$ cat src/chip_select_map.svh
// register offsets, field positions and reset values of the chip select decoder
// assumes the includer addresses the registers as aligned 32-bit APB words
`ifndef CHIP_SELECT_MAP_SVH
`define CHIP_SELECT_MAP_SVH
// ----------------------------------------
// register byte offsets
// ----------------------------------------
`define OFS_SELECT_CONTROL 5'h00
`define OFS_MAP_SIZE 5'h04
`define OFS_GP1_BASE 5'h08
`define OFS_GP1_CONTROL 5'h0c
`define OFS_GP2_BASE 5'h10
`define OFS_GP2_CONTROL 5'h14
`define OFS_STRETCH 5'h18
// ----------------------------------------
// reset values
// ----------------------------------------
`define RST_SELECT_CONTROL 8'h04
`define RST_ZERO 8'h00
// ----------------------------------------
// select_control fields
// ----------------------------------------
`define BIT_PROG_SIZE_LO 0
`define BIT_PROG_SIZE_HI 1
`define BIT_PROG_ENABLE 2
`define BIT_PRIORITY 3
`define BIT_IO_SIZE 4
`define BIT_IO_VALID 5
`define BIT_IO_POLARITY 6
`define BIT_IO_ENABLE 7
// ----------------------------------------
// map size, general control and stretch fields
// ----------------------------------------
`define BIT_GP1_SOURCE 0
`define BIT_GP2_SOURCE 1
`define BIT_GP_VALID 4
`define BIT_GP_POLARITY 5
`define BIT_GP_DRIVES_PROG 6
`define BIT_GP1_DRIVES_TWO 7
`define GP_CTRL2_MASK 8'h7f
`define MAP_SIZE_MASK 8'h03
`define LSB_STRETCH_PROG 0
`define LSB_STRETCH_GP2 2
`define LSB_STRETCH_GP1 4
`define LSB_STRETCH_IO 6
// ----------------------------------------
// general size codes
// ----------------------------------------
`define GP_SIZE_OFF 4'h0
`define GP_SIZE_WIN1 4'ha
`define GP_SIZE_WIN2 4'hb
`define GP_SIZE_CLAMP 4'hc
`define GP_BOUND_BASE 5'h0a
`define GP_BOUND_MAX 5'h13
`endif

$ cat src/chip_select_pkg.sv
// types shared by the chip select decoder
// assumes chip_select_map.svh supplies the numbers
package chip_select_pkg;
	typedef logic [7:0] reg8_t; // one 8-bit register
	typedef logic [1:0] stretch_t; // extra bus cycles
	typedef logic [3:0] gp_size_t; // general size code
endpackage : chip_select_pkg

$ cat src/chip_select_decoder.sv
// chip select decoder: four external selects with an APB register file
// assumes cpu/expansion address, e clock level, address valid, bus tick and
// mode come from logic on pclk; the port pin muxes sit outside
//
// The register offsets and the APB interface to the registers were left to the implementer.
`timescale 1ns/100ps
`include "chip_select_map.svh"
module chip_select_decoder (
	input wire logic pclk,
	input wire logic presetn,
	input wire logic psel,
	input wire logic penable,
	input wire logic pwrite,
	input wire logic [31:0] paddr,
	input wire logic [31:0] pwdata,
	output logic [31:0] prdata,
	output logic pready,
	output logic pslverr,
	input wire logic [15:0] cpu_addr, // cpu bus address
	input wire logic [18:0] exp_addr, // expansion address
	input wire logic window1_hit, // cpu address in window 1
	input wire logic window2_hit, // cpu address in window 2
	input wire logic e_clock_high, // e clock high phase
	input wire logic address_valid, // address valid phase
	input wire logic bus_tick, // one pulse per bus cycle end
	input wire logic expanded_mode, // expanded operating mode
	output logic program_select, // pin level
	output logic program_select_oe, // port H bit 7 taken
	output logic io_select,
	output logic io_select_oe, // port H bit 4 taken
	output logic general_select_one,
	output logic general_select_one_oe,
	output logic general_select_two,
	output logic general_select_two_oe,
	output logic e_hold // keep e high this cycle
);
	// ----------------------------------------
	// registers
	// ----------------------------------------
	chip_select_pkg::reg8_t select_control;
	chip_select_pkg::reg8_t map_size_select;
	chip_select_pkg::reg8_t gp1_base_address;
	chip_select_pkg::reg8_t gp1_control;
	chip_select_pkg::reg8_t gp2_base_address;
	chip_select_pkg::reg8_t gp2_control;
	chip_select_pkg::reg8_t stretch_select_reg;

	// ----------------------------------------
	// field views
	// ----------------------------------------
	wire logic [1:0] program_size = {select_control[`BIT_PROG_SIZE_HI],
		select_control[`BIT_PROG_SIZE_LO]};
	wire logic program_select_enable = select_control[`BIT_PROG_ENABLE];
	wire logic general_priority = select_control[`BIT_PRIORITY];
	wire logic io_select_size = select_control[`BIT_IO_SIZE];
	wire logic io_select_valid_time = select_control[`BIT_IO_VALID];
	wire logic io_select_polarity = select_control[`BIT_IO_POLARITY];
	wire logic io_select_enable = select_control[`BIT_IO_ENABLE];
	wire logic general_one_source = map_size_select[`BIT_GP1_SOURCE];
	wire logic general_two_source = map_size_select[`BIT_GP2_SOURCE];
	wire chip_select_pkg::gp_size_t general_one_size = gp1_control[3:0];
	wire chip_select_pkg::gp_size_t general_two_size = gp2_control[3:0];
	wire logic general_one_valid_time = gp1_control[`BIT_GP_VALID];
	wire logic general_two_valid_time = gp2_control[`BIT_GP_VALID];
	wire logic general_one_polarity = gp1_control[`BIT_GP_POLARITY];
	wire logic general_two_polarity = gp2_control[`BIT_GP_POLARITY];
	wire logic general_one_drives_program = gp1_control[`BIT_GP_DRIVES_PROG];
	wire logic general_two_drives_program = gp2_control[`BIT_GP_DRIVES_PROG];
	wire logic general_one_drives_two = gp1_control[`BIT_GP1_DRIVES_TWO];

	// ----------------------------------------
	// general range compare
	// ----------------------------------------
	// base bit j stands for address bit 11+j; bits below the size boundary
	// and, on cpu addressing, bits above 15 take no part
	function automatic logic gp_match(
		input chip_select_pkg::gp_size_t size,
		input logic src,
		input chip_select_pkg::reg8_t base,
		input logic [15:0] caddr,
		input logic [18:0] xaddr,
		input logic w1,
		input logic w2
	);
		logic [18:0] a;
		logic [4:0] bound;
		logic hit;
		integer j;
		a = src ? xaddr : {3'h0, caddr};
		// codes from the clamp upward act as the largest size
		bound = (size >= `GP_SIZE_CLAMP) ? `GP_BOUND_MAX :
			`GP_BOUND_BASE + {1'b0, size};
		hit = 1'b1;
		for (j = 0; j < 8; j = j + 1)
		begin
			if ((11 + j >= bound) && (src || j <= 4) && (a[11 + j] != base[j]))
				hit = 1'b0;
		end
		if (size == `GP_SIZE_OFF)
			hit = 1'b0;
		else if (size == `GP_SIZE_WIN1)
			hit = w1;
		else if (size == `GP_SIZE_WIN2)
			hit = w2;
		return hit;
	endfunction : gp_match

	// ----------------------------------------
	// raw range hits
	// ----------------------------------------
	// every hit is gated by the operating mode
	wire logic prog_range = (program_size == 2'h0) ||
		(program_size == 2'h1 && cpu_addr[15]) ||
		(program_size == 2'h2 && cpu_addr[15:14] == 2'h3) ||
		(program_size == 2'h3 && cpu_addr[15:13] == 3'h7);
	wire logic prog_hit = expanded_mode && program_select_enable && prog_range;
	wire logic io_range = (cpu_addr[15:13] == 3'h0) &&
		(io_select_size || cpu_addr[12]);
	wire logic io_hit = expanded_mode && io_select_enable && io_range;
	wire logic g1_hit = expanded_mode && gp_match(general_one_size, general_one_source,
		gp1_base_address, cpu_addr, exp_addr, window1_hit, window2_hit);
	wire logic g2_hit = expanded_mode && gp_match(general_two_size, general_two_source,
		gp2_base_address, cpu_addr, exp_addr, window1_hit, window2_hit);

	// ----------------------------------------
	// priority between program and general
	// ----------------------------------------
	// the loser of a contested address is dropped so program and the general selects never fire together
	wire logic contested = prog_hit && (g1_hit || g2_hit);
	wire logic prog_win = prog_hit && !(contested && general_priority);
	wire logic g1_win = g1_hit && !(prog_hit && !general_priority);
	wire logic g2_win = g2_hit && !(prog_hit && !general_priority);

	// ----------------------------------------
	// timing windows
	// ----------------------------------------
	wire logic prog_time = address_valid;
	wire logic io_time = address_valid &&
		(io_select_valid_time || e_clock_high);
	wire logic g1_time = address_valid &&
		(general_one_valid_time || e_clock_high);
	wire logic g2_time = address_valid &&
		(general_two_valid_time || e_clock_high);
	wire logic prog_on = prog_win && prog_time;
	wire logic io_on = io_hit && io_time;
	wire logic g1_on = g1_win && g1_time;
	wire logic g2_on = g2_win && g2_time;

	// ----------------------------------------
	// one select driving another
	// ----------------------------------------
	// driving the program pin takes precedence, and a general two that
	// drives the program pin has no own pin left for general one to use
	wire logic g1_to_two = general_one_drives_two && !general_one_drives_program &&
		!general_two_drives_program;
	wire logic prog_drive = prog_on || (general_one_drives_program && g1_on) ||
		(general_two_drives_program && g2_on);
	wire logic g2_drive = !general_two_drives_program &&
		(g2_on || (g1_to_two && g1_on));
	wire logic g1_drive = !general_one_drives_program && !g1_to_two && g1_on;

	// ----------------------------------------
	// stretch selection
	// ----------------------------------------
	// one access sits in one range when ranges do not overlap; the order
	// below only settles overlapping setups
	wire logic stretch_hit = io_hit || prog_win || g1_win || g2_win;
	wire chip_select_pkg::stretch_t stretch_val = io_hit ?
		stretch_select_reg[`LSB_STRETCH_IO +: 2] : prog_win ?
		stretch_select_reg[`LSB_STRETCH_PROG +: 2] : g1_win ?
		stretch_select_reg[`LSB_STRETCH_GP1 +: 2] :
		stretch_select_reg[`LSB_STRETCH_GP2 +: 2];
	chip_select_pkg::stretch_t stretch_left; // extra cycles still to run
	wire logic stretch_load = bus_tick && stretch_left == 2'h0 &&
		stretch_hit && stretch_val != 2'h0;
	wire logic stretch_step = bus_tick && stretch_left != 2'h0;

	// ----------------------------------------
	// apb decode
	// ----------------------------------------
	wire logic [4:0] ofs = paddr[4:0];
	wire logic mapped = (paddr[31:5] == 27'h0) && (ofs[1:0] == 2'h0) &&
		(ofs <= `OFS_STRETCH);
	wire logic access = psel && penable && !pready; // first access cycle
	wire logic wr_done = psel && penable && pready && pwrite && mapped;
	wire chip_select_pkg::reg8_t wbyte = pwdata[7:0];
	wire chip_select_pkg::reg8_t rbyte =
		(ofs == `OFS_SELECT_CONTROL) ? select_control :
		(ofs == `OFS_MAP_SIZE) ? map_size_select :
		(ofs == `OFS_GP1_BASE) ? gp1_base_address :
		(ofs == `OFS_GP1_CONTROL) ? gp1_control :
		(ofs == `OFS_GP2_BASE) ? gp2_base_address :
		(ofs == `OFS_GP2_CONTROL) ? gp2_control :
		(ofs == `OFS_STRETCH) ? stretch_select_reg : `RST_ZERO;

	// ----------------------------------------
	// apb handshake: one wait state per access
	// ----------------------------------------
	always_ff @(posedge pclk or negedge presetn)
	begin
		if (!presetn)
		begin
			pready <= 1'b0;
			pslverr <= 1'b0;
			prdata <= 32'h0;
		end
		else
		begin
			pready <= access; // answer in the next cycle
			pslverr <= access && !mapped;
			prdata <= (access && !pwrite) ? {24'h0, rbyte} : 32'h0;
		end
	end

	// ----------------------------------------
	// register writes, taken at the completing edge
	// ----------------------------------------
	always_ff @(posedge pclk or negedge presetn)
	begin
		if (!presetn)
		begin
			select_control <= `RST_SELECT_CONTROL;
			map_size_select <= `RST_ZERO;
			gp1_base_address <= `RST_ZERO;
			gp1_control <= `RST_ZERO;
			gp2_base_address <= `RST_ZERO;
			gp2_control <= `RST_ZERO;
			stretch_select_reg <= `RST_ZERO;
		end
		else if (wr_done)
		begin
			// unused bits are kept at zero so they read back as zero
			if (ofs == `OFS_SELECT_CONTROL)
				select_control <= wbyte;
			if (ofs == `OFS_MAP_SIZE)
				map_size_select <= wbyte & `MAP_SIZE_MASK;
			if (ofs == `OFS_GP1_BASE)
				gp1_base_address <= wbyte;
			if (ofs == `OFS_GP1_CONTROL)
				gp1_control <= wbyte;
			if (ofs == `OFS_GP2_BASE)
				gp2_base_address <= wbyte;
			if (ofs == `OFS_GP2_CONTROL)
				gp2_control <= wbyte & `GP_CTRL2_MASK;
			if (ofs == `OFS_STRETCH)
				stretch_select_reg <= wbyte;
		end
	end

	// ----------------------------------------
	// select pins, polarity applied last
	// ----------------------------------------
	// pins are registered so they lag the address by one pclk
	always_ff @(posedge pclk or negedge presetn)
	begin
		if (!presetn)
		begin
			program_select <= 1'b1;
			io_select <= 1'b1;
			general_select_one <= 1'b1;
			general_select_two <= 1'b1;
			program_select_oe <= 1'b0;
			io_select_oe <= 1'b0;
			general_select_one_oe <= 1'b0;
			general_select_two_oe <= 1'b0;
		end
		else
		begin
			program_select <= !prog_drive;
			io_select <= io_on ~^ io_select_polarity;
			general_select_one <= g1_drive ~^ general_one_polarity;
			general_select_two <= g2_drive ~^ general_two_polarity;
			program_select_oe <= program_select_enable;
			io_select_oe <= io_select_enable;
			general_select_one_oe <= general_one_size != `GP_SIZE_OFF;
			general_select_two_oe <= general_two_size != `GP_SIZE_OFF;
		end
	end

	// ----------------------------------------
	// e clock stretch
	// ----------------------------------------
	// only e is held; pclk and every timer on it keep running
	always_ff @(posedge pclk or negedge presetn)
	begin
		if (!presetn)
		begin
			stretch_left <= 2'h0;
			e_hold <= 1'b0;
		end
		else if (stretch_load)
		begin
			stretch_left <= stretch_val;
			e_hold <= 1'b1;
		end
		else if (stretch_step)
		begin
			stretch_left <= stretch_left - 2'h1;
			e_hold <= stretch_left != 2'h1;
		end
	end
endmodule : chip_select_decoder

$ cat config.mk
export PLATFORM = sky130hd
export DESIGN_NAME = chip_select_decoder
export DESIGN_NICKNAME = d
export VERILOG_FILES = /design/src/chip_select_pkg.sv /design/src/chip_select_decoder.sv
export VERILOG_INCLUDE_DIRS = /design/src
export SDC_FILE = /design/constraint.sdc
export NUM_CORES = 1
export LEC_CHECK = 0
export CAP_MARGIN = 10
export CORE_MARGIN = 3
export CORE_UTILIZATION = 25
export CTS_CLUSTER_SIZE = 40
export DETAILED_ROUTE_END_ITERATION = 6
export DONT_BUFFER_PORTS = 1
export PLACE_DENSITY = 0.43
export SLEW_MARGIN = 20
export SYNTH_ARGS = -nofsm -noshare
export SYNTH_HDL_FRONTEND = slang
export SYNTH_SLANG_ARGS = --single-unit
$ cat constraint.sdc
create_clock -name pclk -period 2.7 [get_ports pclk]
set_input_delay 0.135 -clock pclk [delete_from_list [all_inputs] [get_ports pclk]]
set_output_delay 0.135 -clock pclk [all_outputs]
set_load 0.1 [all_outputs]
## Yosys cells after proc, flatten, opt, wreduce, memory -nomap -nowiden

Index checks and enable logic that the tools add are counted.

| word-level totals | value |
|---|---|
| word-level logic and storage cells | 228 |
| register bits after elaboration | 70 |

| cells by class | value |
|---|---|
| $lt $le $gt $ge | 19 |
| add/sub/neg operators | 3 |
| multiplexer cells | 41 |
| equal/unequal tests | 32 |
| bitwise operators | 3 |
| reductions and logical operators | 110 |

Operators by type and width:

| kind | number |
|---|---|
| $logic_and A1 B1 Y1 | 66 |
| $mux W8 | 8 |
| $ge A4 B5 Y1 const A | 10 |
| $mux W19 | 2 |
| $ge A5 B5 Y1 const A | 6 |
| $logic_not A27 Y1 | 1 |
| $mux W1 | 24 |
| $eq A4 B4 Y1 const B | 4 |
| $ne A1 B1 Y1 | 16 |
| $eq A5 B5 Y1 const B | 3 |
| $logic_or A1 B1 Y1 | 14 |
| $reduce_and A2 Y1 | 7 |
| $add A4 B4 Y5 const A | 2 |
| $eq A5 B4 Y1 const B | 2 |
| $logic_not A1 Y1 | 10 |
| $mux W2 | 5 |
| $mux W5 | 2 |
| $ge A4 B4 Y1 const B | 2 |
| $logic_not A4 Y1 | 2 |
| $reduce_bool A4 Y1 | 2 |
| $eq A2 B2 Y1 const B | 3 |
| $logic_not A2 Y1 | 3 |
| $reduce_bool A2 Y1 | 3 |
| $eq A5 B3 Y1 const B | 1 |
| other kinds (8) | 10 |

## Depth between registers and ports, before layout

| logic depth | value |
|---|---|
| depth in word-level cells | 27 |
| gate-level depth with buffers | 10 |
| depth with buffers taken out | 10 |

## Least setup slack after synthesis

OpenSTA, ideal clock, no wires.

| path | value |
|---|---|
| path kind | register to register |
| from | register gp1_control[1] |
| to | register e_hold |
| data required time | 2580 ps |
| arrival time | 2609 ps |
| setup time | 120 ps |
| period minus slack after synthesis | 2729 ps |
| path buffers | 0 |
| path slack | -29 ps |
| stages on the path, launching flop included | 11 |
| cells stage by stage | dfrtp_1 -> ha_1 -> nor4b_1 -> a2111oi_2 -> nor2_1 -> o41ai_2 -> and4b_1 -> or4b_1 -> o311ai_4 -> a41oi_1 -> a31o_1 |

| between the ends | value |
|---|---|
| longest elaborated chain between the ends | 27 |
| elaborated cells on any way between the ends | 54 |
| classes of those cells | 1 x add/sub; 9 x order compare; 2 x eq/ne; 16 x mux; 26 x reduce/logical |

RTL lines:

| what | line | source |
|---|---|---|
| start, declared | chip_select_decoder.sv:43 | `chip_select_pkg::reg8_t gp1_control;` |
| start signal, assigned | chip_select_decoder.sv:225 | `` gp1_control <= `RST_ZERO; `` |
| start signal, assigned | chip_select_decoder.sv:240 | `gp1_control <= wbyte;` |
| $add A4 B4 Y5 (no line) / $ge A4 B4 Y1 (equally long branches) | n/a |  |
| $mux W5 | chip_select_decoder.sv:91 | `` bound = (size >= `GP_SIZE_CLAMP) ? `GP_BOUND_MAX : `` |
| $ge A4 B5 Y1 | chip_select_decoder.sv:96 | `if ((11 + j >= bound) && (src \|\| j <= 4) && (a[11 + j] != base[j]))` |
| $logic_and A1 B1 Y1 | chip_select_decoder.sv:96 |  |
| $mux W1 (8 in a row) | chip_select_decoder.sv:96 |  |
| $mux W1 | chip_select_decoder.sv:103 | `` else if (size == `GP_SIZE_WIN2) `` |
| $mux W1 | chip_select_decoder.sv:101 | `` else if (size == `GP_SIZE_WIN1) `` |
| $mux W1 (*) | chip_select_decoder.sv:99 | `` if (size == `GP_SIZE_OFF) `` |
| $logic_and A1 B1 Y1 (*) | chip_select_decoder.sv:120 | `wire logic g1_hit = expanded_mode && gp_match(general_one_size, general_one_source,` |
| parallel branches: the longest is 9 deep, another holds $mux W2 | n/a |  |
| $logic_and A1 B1 Y1 (*) | chip_select_decoder.sv:175 | `stretch_hit && stretch_val != 2'h0;` |
| $mux W1 / $reduce_bool A2 Y1 (equally long branches) | n/a |  |
| end signal, assigned | chip_select_decoder.sv:289 | `e_hold <= 1'b0;` |
| end signal, assigned | chip_select_decoder.sv:294 | `e_hold <= 1'b1;` |
| end signal, assigned | chip_select_decoder.sv:299 | `e_hold <= stretch_left != 2'h1;` |
| end, declared | chip_select_decoder.sv:35 | `output logic e_hold` |

Every way passes the cells marked *.
A chain may end at the register's enable or synchronous reset.

## Worst setup path after layout

Ends and elaborated chain as after synthesis.

==> flow_metrics.py <==
metrics = {
    "critical_path": {
        "cp_max_fo": 4,
        "cp_cell_sequence": "ha_4, nand2b_1, o31a_1, o31ai_2, o41ai_2, and4b_2, or4b_4, o311ai_4, a41oi_1, a31o_1",
        "crit_buf_inv": 0,
        "critPathTopFamily": "compound AO/OA/AOI/OAI gates",
        "cpPeakStageDelay_ns": 0.57,
        "cp_num_cells": 10,
        "endpoint_kind": "flip-flop",
        "crit_type": "flip-flop to flip-flop",
        "cp.required_ns": 2.93,
        "slowest_stage": "or4b_4",
        "worst_setup_path_start_kind": "flip-flop",
        "critical_path_arrival_ns": 3.05,
        "r2r_cells": 10,
    },
    "floorplan": {
        "die-area_sq_um": 18540,
        "rows": 46,
        "fp.dieW_um": 136.2,
        "io_pins": 153,
        "die_h_um": 136.2,
        "coreArea_sq_um": 16230,
        "initial_core_util_pct": 26.09,
    },
    "sta": {
        "hold_viol": 0,
        "maxSlewViolCount": 0,
        "tightest_slew_ns": 0.8937,
        "period_needed_ns": 2.817,
        "fin_crit_sh_pct": 104.3,
        "finalWorstSetupSlack_ns": -0.1173,
        "setup_viol": 3,
        "slew_headroom_pct": 40.46,
        "fin_worst_skew_ns": 0.008796,
        "fmaxAchievable_mhz": 354.9,
        "rsz0062_at_grt": "yes",
    },
    "global_route": {
        "grt_use_total_pct": 14.68,
        "grt_max_degree": 71,
        "overflow": 0,
        "grt_antenna_before_repair": 0,
        "grt_pass1_wl_um": 20060,
        "grt_pass1_vias": 3398,
    },
    "detailed_routing": {
        "via_count": 3312,
        "first_pass_iters": 7,
        "vias_per_cell": 4.995,
        "wl_per_cell_um": 20.17,
        "antenna_left": 0,
        "drtIter0Drc": 189,
        "drt-total-wl_um": 13380,
        "drcViolationCount": 0,
    },
    "synth": {
        "ys_seq_elements": 70,
        "synthCells": 398,
        "synth_cell_type_count": 65,
        "yosys_warnings": 0,
        "synth_ff_type": "dfrtp_1",
        "syn_area_sq_um": 4235,
        "seq_area_frac_synth_pct": 41.51,
        "synth-edff-count": 0,
        "syn_area_per_cell_sq_um": 10.64,
        "async_flop_share_pct": 100.0,
    },
    "place": {
        "port_buffers": 0,
        "place_area_sq_um": 4617,
        "gp_congestion": 0.8416,
        "hpwlAfterDp_um": 9903,
        "placed_cells": 632,
    },
    "clocking": {
        "cts_root_buf": "clkbuf_16",
        "cts_max_level": 3,
        "cts_made_buffers": 9,
        "cts_tree": "built",
        "clk_path_buf_depth": 2,
        "clkSlewWorstSetupHoldPaths_ns": 0.06,
        "insertion_delay_ns": 0.34,
        "cts.sinks": 70,
    },
    "finish": {
        "mostFrequentLayoutCells": "dfrtp_1, mux2_2, buf_4",
        "nets": 556,
        "n_antenna_cell": 0,
        "stdcell_area_sq_um": 5120,
        "final_util_pct": 31.54,
        "layoutNonFillerInstCount": 663,
        "final_layout_size_suffix_gt1_share_pct": 29.53,
        "syn_to_final_growth_pct": 20.89,
        "final_common_cell": "dfrtp_1",
    },
    "pwr": {
        "vdd_drop_max_v": 0.0002439,
        "power-per-cell-area_nw_per_um2": 535.4,
        "leakage_nw": 2.293,
        "p_total_mw": 2.741,
    },
    "hold_path": {
        "hold_path_class": "primary input to flip-flop",
        "holdPathStages": 2,
    },
    "job": {
        "drv_cap": 0,
    },
    "run_status": {
        "violations": "setup timing",
        "status": "finished, violations left",
    },
}
worst paths after layout:
kind / from / to / slack (ns)
max in group asynchronous: presetn / select_control[2] / 2.03
setup reg to reg: gp1_control[1] / e_hold / -0.12
hold / removal: address_valid / io_select / 0.006
hold reg to reg: select_control[2] / program_select_oe / 0.44
min in group asynchronous: presetn / prdata[5] / 0.34
setup / recovery: gp1_control[1] / e_hold / -0.12
layout make-up:
| class | count | area [sq um] |
|---|---|---|
| Clock buffer | 10 | 239.0 |
| Fill cell | 1676 | 11110 |
| Inverter | 10 | 37.54 |
| Timing Repair Buffer | 50 | 442.9 |
| Tap cell | 216 | 270.3 |
| Sequential cell | 70 | 1758 |
| Multi-Input combinational cell | 301 | 2303 |
| Clock inverter | 6 | 68.82 |
stage by stage:
step           worst slack, ns  setup TNS, ns  hold WS, ns
2_1_floorplan          0.02340              0      -0.1606
3_3_place_gp           -0.1640        -0.3208      -0.1571
3_5_place_dp           -0.1521        -0.3478      -0.1577
4_1_cts                -0.1306        -0.2123     0.003317
5_1_grt                -0.2702        -0.8519      0.03033
6_report               -0.1173        -0.2219     0.005788
cells in the mapped netlist, drive strengths merged (3+ instances only):
| master | n | share of area [%] |
|---|---|---|
| dfstp | 5 | 3.1 |
| dfrtp | 65 | 38 |
| nand3 | 4 | 0.47 |
| nor4 | 7 | 1.0 |
| o22ai | 3 | 0.44 |
| nor3 | 9 | 1.4 |
| mux2 | 54 | 14 |
| inv | 10 | 0.89 |
| o211ai | 8 | 1.4 |
| a31oi | 4 | 0.59 |
| ha | 4 | 1.2 |
| nand2 | 25 | 2.2 |
| a2111oi | 3 | 0.77 |
| o21ai | 9 | 1.1 |
| buf | 34 | 5.9 |
| a222oi | 5 | 1.2 |
| xnor2 | 7 | 1.4 |
| and3 | 3 | 0.44 |
| nor2 | 27 | 2.4 |
| o311ai | 3 | 1.0 |
| nand4b | 3 | 0.77 |
| nand2b | 11 | 1.6 |
| nor3b | 5 | 0.89 |
| mux2i | 13 | 3.1 |
| xor2 | 13 | 2.7 |
| clkbuf | 6 | 0.53 |
| a21oi | 18 | 2.1 |
| a221oi | 5 | 1.0 |
cell families after synthesis:
logic type	share of synthesized area, %
flip-flops	41.51
adder cells (fa/ha/maj)	1.182
buffers and inverters	7.326
multiplexers	17.52
AND/OR/NAND/NOR	14.33
AO/OA/AOI/OAI	13.91
other	0.08854
XOR/XNOR	4.136
routing by layer:
layer  vias up  global-route usage [%]  share of wire (%)
met3        15                   3.257                5.3
met5         -                       0                  0
met4         0                   5.319                1.8
li1       1514                       -                  -
met2       120                   23.53                 48
met1      1663                   19.43                 45
power by group:
group	switching [mW]	leakage (nW)	internal, mW
Clock	0.492	0.149	0.745
Combinational	0.307	1.19	0.101
Sequential	0.0243	0.954	1.07
Total	0.823	2.29	1.92
repair_timing:
item	CTS	global route
hold buffers	15	0
setup endpoints to repair	4	5
gates resized for setup	4	2
endpoints found under the hold margin	123	0
buffers inserted	0	0
pin swaps	0	0
worst reg2reg max path: stages (launching register included):
cell and delay, ns:
dfrtp_1 0.41, ha_4 0.29, nand2b_1 0.07, o31a_1 0.26, o31ai_2 0.24, o41ai_2 0.14
and4b_2 0.29, or4b_4 0.57, o311ai_4 0.09, a41oi_1 0.15, a31o_1 0.20
Power figures use the tool's default switching activity.
